### src/adf_regs.svh
`ifndef ADF_REGS_SVH
`define ADF_REGS_SVH
// Register offsets on the plain register port
`define ADF_RXCTL_OFS     8'h0A
`define ADF_ANTDIV_OFS    8'h0D
`define ADF_FECTL_OFS     8'h04
// Reset values
`define ADF_RXCTL_RST     8'h37
`define ADF_ANTDIV_RST    8'h00
`define ADF_FECTL_RST     8'h00
`define ADF_THRES_RST     4'h7
`define ADF_THRES_DIV     4'h3
// Field positions
`define ADF_SEL_BIT       7
`define ADF_DIVEN_BIT     3
`define ADF_SWEN_BIT      2
`define ADF_FEEN_BIT      7
`define ADF_TSEN_BIT      6
// Static antenna codes
`define ADF_ANT0_CODE     2'h1
`define ADF_ANT1_CODE     2'h2
// Timing: clock in MHz, delays in microseconds
`define ADF_CLK_MHZ       20
`define ADF_TX_ON_US      6
`define ADF_TX_OFF_US     3
`define ADF_TX_ON_CYC     (`ADF_TX_ON_US * `ADF_CLK_MHZ)
`define ADF_TX_OFF_CYC    (`ADF_TX_OFF_US * `ADF_CLK_MHZ)
// Antenna dwell time during header search, in cycles
`define ADF_DWELL_CYC     16
`endif

### src/adf_pkg.sv
package adf_pkg;
	typedef enum logic [1:0] {
		ADF_FE_IDLE,
		ADF_FE_ON_WAIT,
		ADF_FE_TX,
		ADF_FE_OFF_WAIT
	} adf_fe_e;
	typedef logic [7:0] adf_cnt_t;
endpackage

### src/adf_ctrl.sv
// Strobed register access was left to the implementer.
`include "adf_regs.svh"

// Contract
// - Threshold field bits 3:0, reset 0x7, 0x3 for diversity.
// - Bit 7 of diversity register reads antenna of last received frame.
// - Status bit holds until a new header locks, then updates (with diversity off it follows static codes 1 and 2 instead).
// - Diversity enable makes device pick antenna during header search.
// - Chosen antenna held until new search, leaving receive, or static write.
// - Switch enable drives complementary pair from algorithm or static field.
// - Switch enable clear holds both switch pins low (pin b still carries the time-stamp when time-stamp enable is set).
// - Time-stamp enable hands second switch pin to time-stamp output.
// - Static field: 0/3 none, 1 antenna zero, 2 antenna one.
// - Static field drives the pins only with diversity off and switch enabled.
// - Static field reaches pins only in PLL-locked and listen states.
// - Front-end pair low/high when idle, swapped while transmitting.
// - Front-end enable clear holds both front-end pins low.
// - Rising edge on sleep/transmit pin is a transmit request.
// - Front-end pair shows transmit 6us after the request.
// - Front-end pair returns to receive 3us after amplifier disable.
// - Keep antenna with valid frame, otherwise alternate antennas.
// - Retry mode: each failed attempt moves to the other antenna.
// - Acknowledgment sent on antenna that received the frame.
module adf_ctrl (
	input  wire logic       clk_i,
	input  wire logic       rst_i,
	input  wire logic [7:0] reg_addr_i,
	input  wire logic [7:0] reg_wdata_i,
	input  wire logic       reg_wr_i,
	input  wire logic       reg_rd_i,
	output logic      [7:0] reg_rdata_o,
	input  wire logic       pll_on_state_i,
	input  wire logic       rx_on_state_i,
	input  wire logic       rx_state_i,
	input  wire logic       shr_search_start_i,
	input  wire logic       shr_detect_i,
	input  wire logic       auto_retry_transmit_mode_i,
	input  wire logic       retry_attempt_i,
	input  wire logic       auto_ack_receive_mode_i,
	input  wire logic       ack_tx_start_i,
	input  wire logic       pa_disable_i,
	input  wire logic       timestamp_i,
	input  wire logic       sleep_transmit_pin_i,
	output logic            antenna_switch_pin_a_o,
	output logic            antenna_switch_pin_b_o,
	output logic            frontend_pin_a_o,
	output logic            frontend_pin_b_o
);
	localparam adf_pkg::adf_cnt_t ON_CYC  = 8'(`ADF_TX_ON_CYC);
	localparam adf_pkg::adf_cnt_t OFF_CYC = 8'(`ADF_TX_OFF_CYC);
	localparam adf_pkg::adf_cnt_t DWELL   = 8'(`ADF_DWELL_CYC);

	// Complementary pair from an antenna choice
	function automatic logic [1:0] adf_pair(input logic ant);
		adf_pair = ant ? 2'h2 : 2'h1;
	endfunction

	logic [3:0] thres_q;                  // Correlator threshold
	logic [1:0] rxrsv_q;                  // Writable reserved bits 5:4
	logic       sel_q;                    // Selected antenna status
	logic       diven_q;
	logic       swen_q;
	logic [1:0] ctrl_q;
	logic       feen_q;
	logic       tsen_q;
	logic       algo_ant_q;               // Antenna the algorithm drives
	logic       locked_q;
	logic [7:0] dwell_q;
	logic [1:0] static_q;                 // Static code applied at pins
	logic       slp_s1_q;
	logic       slp_s2_q;
	logic       slp_s3_q;
	adf_pkg::adf_fe_e  fe_q;
	adf_pkg::adf_cnt_t fe_cnt_q;
	logic [7:0] rdata_d;

	// Register decode
	wire wr_rx  = reg_wr_i && (reg_addr_i == `ADF_RXCTL_OFS);
	wire wr_div = reg_wr_i && (reg_addr_i == `ADF_ANTDIV_OFS);
	wire wr_fe  = reg_wr_i && (reg_addr_i == `ADF_FECTL_OFS);
	wire [7:0] rx_val  = {2'h0, rxrsv_q, thres_q};
	wire [7:0] div_val = {sel_q, 3'h0, diven_q, swen_q, ctrl_q};
	wire [7:0] fe_val  = {feen_q, tsen_q, 6'h00};

	// Read mux, unmapped addresses read zero
	always_comb begin
		rdata_d = 8'h00;
		if (reg_rd_i) begin
			unique case (reg_addr_i)
				`ADF_RXCTL_OFS:  rdata_d = rx_val;
				`ADF_ANTDIV_OFS: rdata_d = div_val;
				`ADF_FECTL_OFS:  rdata_d = fe_val;
				default:         rdata_d = 8'h00;
			endcase
		end
	end

	// Register storage
	always_ff @(posedge clk_i) begin
		if (rst_i) begin
			thres_q     <= `ADF_THRES_RST;
			rxrsv_q     <= 2'h3;
			diven_q     <= 1'b0;
			swen_q      <= 1'b0;
			ctrl_q      <= 2'h0;
			feen_q      <= 1'b0;
			tsen_q      <= 1'b0;
			reg_rdata_o <= 8'h00;
		end else begin
			reg_rdata_o <= rdata_d;
			if (wr_rx) begin
				thres_q <= reg_wdata_i[3:0];
				rxrsv_q <= reg_wdata_i[5:4];
			end
			if (wr_div) begin
				diven_q <= reg_wdata_i[`ADF_DIVEN_BIT];
				swen_q  <= reg_wdata_i[`ADF_SWEN_BIT];
				ctrl_q  <= reg_wdata_i[1:0];
			end
			if (wr_fe) begin
				feen_q <= reg_wdata_i[`ADF_FEEN_BIT];
				tsen_q <= reg_wdata_i[`ADF_TSEN_BIT];
			end
		end
	end

	// Antenna search: alternate until a header locks
	wire search_on = diven_q && rx_state_i && !locked_q;
	wire dwell_end = (dwell_q == DWELL - 8'h01);
	// Events that unlock the search or move the algorithm antenna
	wire search_clr = !rx_state_i || shr_search_start_i || wr_div;
	wire retry_hit  = auto_retry_transmit_mode_i && retry_attempt_i;
	wire ack_hit    = auto_ack_receive_mode_i && ack_tx_start_i;
	always_ff @(posedge clk_i) begin
		if (rst_i) begin
			algo_ant_q <= 1'b0;
			locked_q   <= 1'b0;
			dwell_q    <= 8'h00;
			sel_q      <= 1'b0;
		end else begin
			if (search_clr) begin
				locked_q <= 1'b0;
				dwell_q  <= 8'h00;
			end else if (diven_q && shr_detect_i && !locked_q) begin
				locked_q <= 1'b1;
				sel_q    <= algo_ant_q;
			end else if (search_on) begin
				dwell_q <= dwell_end ? 8'h00 : dwell_q + 8'h01;
				if (dwell_end)
					algo_ant_q <= !algo_ant_q;
			end
			if (retry_hit)
				algo_ant_q <= !algo_ant_q;
			if (ack_hit)
				algo_ant_q <= sel_q;
			if (!diven_q && static_q == `ADF_ANT0_CODE)
				sel_q <= 1'b0;
			else if (!diven_q && static_q == `ADF_ANT1_CODE)
				sel_q <= 1'b1;
		end
	end

	// Static field latches to the pins only in PLL-locked or listen states
	always_ff @(posedge clk_i) begin
		if (rst_i)
			static_q <= 2'h0;
		else if (pll_on_state_i || rx_on_state_i)
			static_q <= ctrl_q;
	end

	// Switch pin decode
	wire static_valid = (static_q == `ADF_ANT0_CODE) || (static_q == `ADF_ANT1_CODE);
	wire [1:0] sw_pair =
		!swen_q      ? 2'h0 :
		diven_q      ? adf_pair(algo_ant_q) :
		static_valid ? adf_pair(static_q == `ADF_ANT1_CODE) : 2'h0;
	wire sw_b = tsen_q ? timestamp_i : sw_pair[0];

	// Sleep/transmit pin synchroniser and edge detect
	always_ff @(posedge clk_i) begin
		if (rst_i) begin
			slp_s1_q <= 1'b0;
			slp_s2_q <= 1'b0;
			slp_s3_q <= 1'b0;
		end else begin
			slp_s1_q <= sleep_transmit_pin_i;
			slp_s2_q <= slp_s1_q;
			slp_s3_q <= slp_s2_q;
		end
	end
	wire tx_req = slp_s2_q && !slp_s3_q;

	// Front-end sequencer with fixed delays
	always_ff @(posedge clk_i) begin
		if (rst_i) begin
			fe_q     <= adf_pkg::ADF_FE_IDLE;
			fe_cnt_q <= 8'h00;
		end else begin
			unique case (fe_q)
				adf_pkg::ADF_FE_IDLE: if (tx_req) begin
					fe_q     <= adf_pkg::ADF_FE_ON_WAIT;
					fe_cnt_q <= ON_CYC - 8'h01;
				end
				adf_pkg::ADF_FE_ON_WAIT:
					if (fe_cnt_q == 8'h00)
						fe_q <= adf_pkg::ADF_FE_TX;
					else
						fe_cnt_q <= fe_cnt_q - 8'h01;
				adf_pkg::ADF_FE_TX: if (pa_disable_i) begin
					fe_q     <= adf_pkg::ADF_FE_OFF_WAIT;
					fe_cnt_q <= OFF_CYC - 8'h01;
				end
				adf_pkg::ADF_FE_OFF_WAIT:
					if (fe_cnt_q == 8'h00)
						fe_q <= adf_pkg::ADF_FE_IDLE;
					else
						fe_cnt_q <= fe_cnt_q - 8'h01;
			endcase
		end
	end
	wire fe_tx = (fe_q == adf_pkg::ADF_FE_TX) || (fe_q == adf_pkg::ADF_FE_OFF_WAIT);
	wire [1:0] fe_pair = !feen_q ? 2'h0 : (fe_tx ? 2'h2 : 2'h1);

	// Pin registers: both pins of a pair change on the same edge
	always_ff @(posedge clk_i) begin
		if (rst_i) begin
			antenna_switch_pin_a_o <= 1'b0;
			antenna_switch_pin_b_o <= 1'b0;
			frontend_pin_a_o       <= 1'b0;
			frontend_pin_b_o       <= 1'b0;
		end else begin
			antenna_switch_pin_a_o <= sw_pair[1];
			antenna_switch_pin_b_o <= sw_b;
			frontend_pin_a_o       <= fe_pair[1];
			frontend_pin_b_o       <= fe_pair[0];
		end
	end
endmodule // adf_ctrl

### config.mk
export PLATFORM = sky130hd
export DESIGN_NAME = adf_ctrl
export DESIGN_NICKNAME = d
export VERILOG_FILES = /design/src/adf_pkg.sv /design/src/adf_ctrl.sv
export VERILOG_INCLUDE_DIRS = /design/src /design/src/src
export SDC_FILE = /design/constraint.sdc
export NUM_CORES = 1
export LEC_CHECK = 0
export BUFFER_PORTS_ARGS = -buffer_cell sky130_fd_sc_hd__buf_2
export CORE_MARGIN = 10
export CORE_UTILIZATION = 35
export CTS_CLUSTER_DIAMETER = 30
export DETAILED_ROUTE_END_ITERATION = 6
export HOLD_SLACK_MARGIN = 0.03
export PLACE_DENSITY = 0.56
export RECOVER_POWER = 25
export SLEW_MARGIN = 0
export SYNTH_ARGS = -nofsm -noshare
export SYNTH_HDL_FRONTEND = slang
export SYNTH_SLANG_ARGS = --single-unit
### constraint.sdc
create_clock -name clk_i -period 2 [get_ports clk_i]
set_input_delay 0.1 -clock clk_i [delete_from_list [all_inputs] [get_ports clk_i]]
set_output_delay 0.1 -clock clk_i [all_outputs]
set_load 0.005 [all_outputs]
==> results.yml <==
grt:
  grt_start_max_net_pins: 19
  antenna_found_initial: 0
  grt_overflow_total: 0
  grt_pass1_vias: 1923
  grt_pass1_wl_mm: 9.25
  globalRouteTotalUtil: 0.109
floorplan:
  die_w_um: 101
  fp.dieH_um: 101
  core_region_area_um2: 6350
  boundaryPins: 44
  fp-row-count: 29
  die-area_um2: 10200
  initial_core_util: 0.361
layout:
  num_antenna_cells: 0
  utilization: 0.431
  layoutNonFillerInstCount: 400
  fin_nets: 360
  area_delta_synth_final_pct: 19.6
  post-route-cell-area_um2: 2740
  layout-drive-gt1-share: 0.164
power_and_ir_drop:
  powerDensity_nw_per_um2: 927
  ir_drop_uv: 428
  total_power_mw: 2.54
  pwr-share-seq: 0.441
  power_frac_comb: 0.272
  swShare: 0.319
  p_leak_nw: 1.05
  clock_power_share: 0.287
  intPower_mw: 1.73
  power_switching_mw: 0.810
placed_design:
  place_hpwl_mm: 4.11
  place_ws_ps: 190
  gp_congestion: 0.796
  placed_cells: 388
  numPortBuffers: 43
  place_area_um2: 2590
sta:
  tightest_slew_ps: 522
  fin_crit_sh: 0.925
  holdWs_ps: 42.5
  maxSlewHeadroom: 0.649
  finalHoldViolCount: 0
  setup_slack_ps: 150
  tns_ps: 0
  maxSlewViolCount: 0
  grt_setup_unrepaired: "no"
  max_freq_mhz: 540
  min_period_ps: 1850
  final-setup-viol-count: 0
  worst_clock_skew_ps: 10.8
clock_network:
  htree_levels: 2
  clk_pin_slew_ps: 100
  cts-resized-gates: 0
  clk_latency_ps: 300
  cts_buffers: 5
  root_buffer: "clkbuf_8"
  cts.sinks: 50
  cts_tree: "yes"
  cts.path.max_buffers: 2
job:
  maxCapViolCount: 0
synth:
  syn_area_per_cell_um2: 8.42
  yosys_warnings: 0
  syn_area_um2: 2290
  ys_seq_area_frac: 0.437
  post-synth-top-count-cell: "dfxtp_1"
  synth.largest_area_cell: "dfxtp_1"
  synth_enable_flop_cells: 0
  yosysTopAreaCellShare: 0.437
  synth_cells: 272
  ys.flop_type: "dfxtp_1"
  ys_ff_latch: 50
  async_reset_ff_frac: 0
  ys_top_cells_by_area: "dfxtp_1, nand2_1, a21oi_1, nor2_1, nand3_1"
  synth_fp_nets: 310
  synth.distinct_cells: 47
  ys_top_cells_by_count: "dfxtp_1, nand2_1, nor2_1"
worst_setup_path:
  critical_path.max_fanout: 6
  r2r_setup_slack_ps: 150
  endpoint: "fe_cnt_q[6]"
  crit_arrival_ps: 2030
  r2r_cells: 7
  startpoint: "fe_cnt_q[0]"
  regToRegStartpoint: "fe_cnt_q[0]"
  start_kind: "flip-flop"
  cp.required_ps: 2180
  worstSetupPathType: "reg2reg"
  worstSetupEndpointType: "flip-flop"
  r2r-end: "fe_cnt_q[6]"
route:
  ant_nets: 0
  via_per_inst: 5.15
  route.detailed.drc: 0
  finalWirelength_mm: 5.50
  dr.pass1.iters: 4
  vias: 2061
  drtIter0Drc: 53
  wire_per_inst_um: 13.8
run_status:
  outcome: "complete, no violations"
hold_path:
  hp-class: "in2reg"
  hp-start: "timestamp_i"
## worst min path at each step
stage	to	slack (ps)	cells after the start
after floorplan	slp_s1_q	230	1
after detailed placement	slp_s1_q	320	2
after CTS	antenna_switch_pin_b_o	30	3
final	antenna_switch_pin_b_o	40	3
after global placement	slp_s1_q	320	2
after global routing	antenna_switch_pin_b_o	30	3
## worst max-delay path, cell delays in order, from the launching register on
cell,delay (ps)
dfxtp_1,380
inv_1,70
ha_1,240
nor4b_2,170
buf_4,160
and3b_1,220
o311ai_0,360
o31ai_1,120
## layer usage
layer | wire [um] | GRT usage
met5 | 0 | 0
met4 | 46 | 0.0370
met3 | 219 | 0.0302
met2 | 2350 | 0.153
met1 | 2880 | 0.154
## layout by cell type (no fill, tap or decap), types with 2 or more instances in the layout
| cell | instances |
|---|---|
| a21o_1 | 3 |
| nor3_1 | 8 |
| nor4_1 | 5 |
| clkbuf_1 | 9 |
| and2_1 | 2 |
| mux2i_1 | 3 |
| buf_4 | 8 |
| dlygate4sd3_1 | 4 |
| or3_1 | 2 |
| inv_1 | 12 |
| a21oi_1 | 22 |
| o21ai_0 | 6 |
| xnor2_1 | 5 |
| a31oi_1 | 2 |
| nor2b_1 | 6 |
| nand2_1 | 31 |
| nor2_1 | 28 |
| clkbuf_8 | 5 |
| nand3b_1 | 5 |
| nand2b_1 | 3 |
| buf_2 | 34 |
| nand3_1 | 20 |
| ha_1 | 6 |
| and3_1 | 5 |
| a22oi_1 | 6 |
| clkinvlp_4 | 2 |
| a221oi_1 | 3 |
| dfxtp_1 | 50 |
| nor3b_1 | 2 |
| o211ai_1 | 5 |
## flip-flops by register name (all words and copies together) (netlist names), 2 cells and up
signal,cells
static_q,2
reg_rdata_o,8
fe_cnt_q,8
dwell_q,8
fe_q,2
thres_q,4
ctrl_q,2
rxrsv_q,2
## power by group through the flow
stage / registers, mW / logic, mW / clock network, mW
after floorplan: 1.13 / 0.473 / 0
after global placement: 1.14 / 0.681 / 0
after detailed placement: 1.14 / 0.672 / 0
after CTS: 1.12 / 0.683 / 0.754
after global routing: 1.13 / 0.789 / 0.793
final: 1.12 / 0.692 / 0.728
## logic make-up after synthesis
kind of cell             synth area share
AND/OR/NAND/NOR                     0.286
AO/OA/AOI/OAI                       0.160
flip-flops                          0.437
buffers and inverters              0.0486
XOR/XNOR                           0.0230
adder cells (fa/ha/maj)            0.0328
multiplexers                       0.0131
## repair_timing
action	CTS	global route
endpoints found under the setup margin	0	0
endpoints found under the hold margin	4	0
setup buffers	0	0
hold buffers	4	0
## layout make-up
type / count / area [um2]
clock buffer: 5 / 68.8
clock inverter: 3 / 45.0
fill: 634 / 3610
inverter: 12 / 45.0
multi-input combinational: 198 / 1180
sequential: 50 / 1000
tap: 77 / 96.3
timing repair buffer: 55 / 304
Note: power is estimated with default switching activity, not from simulation.
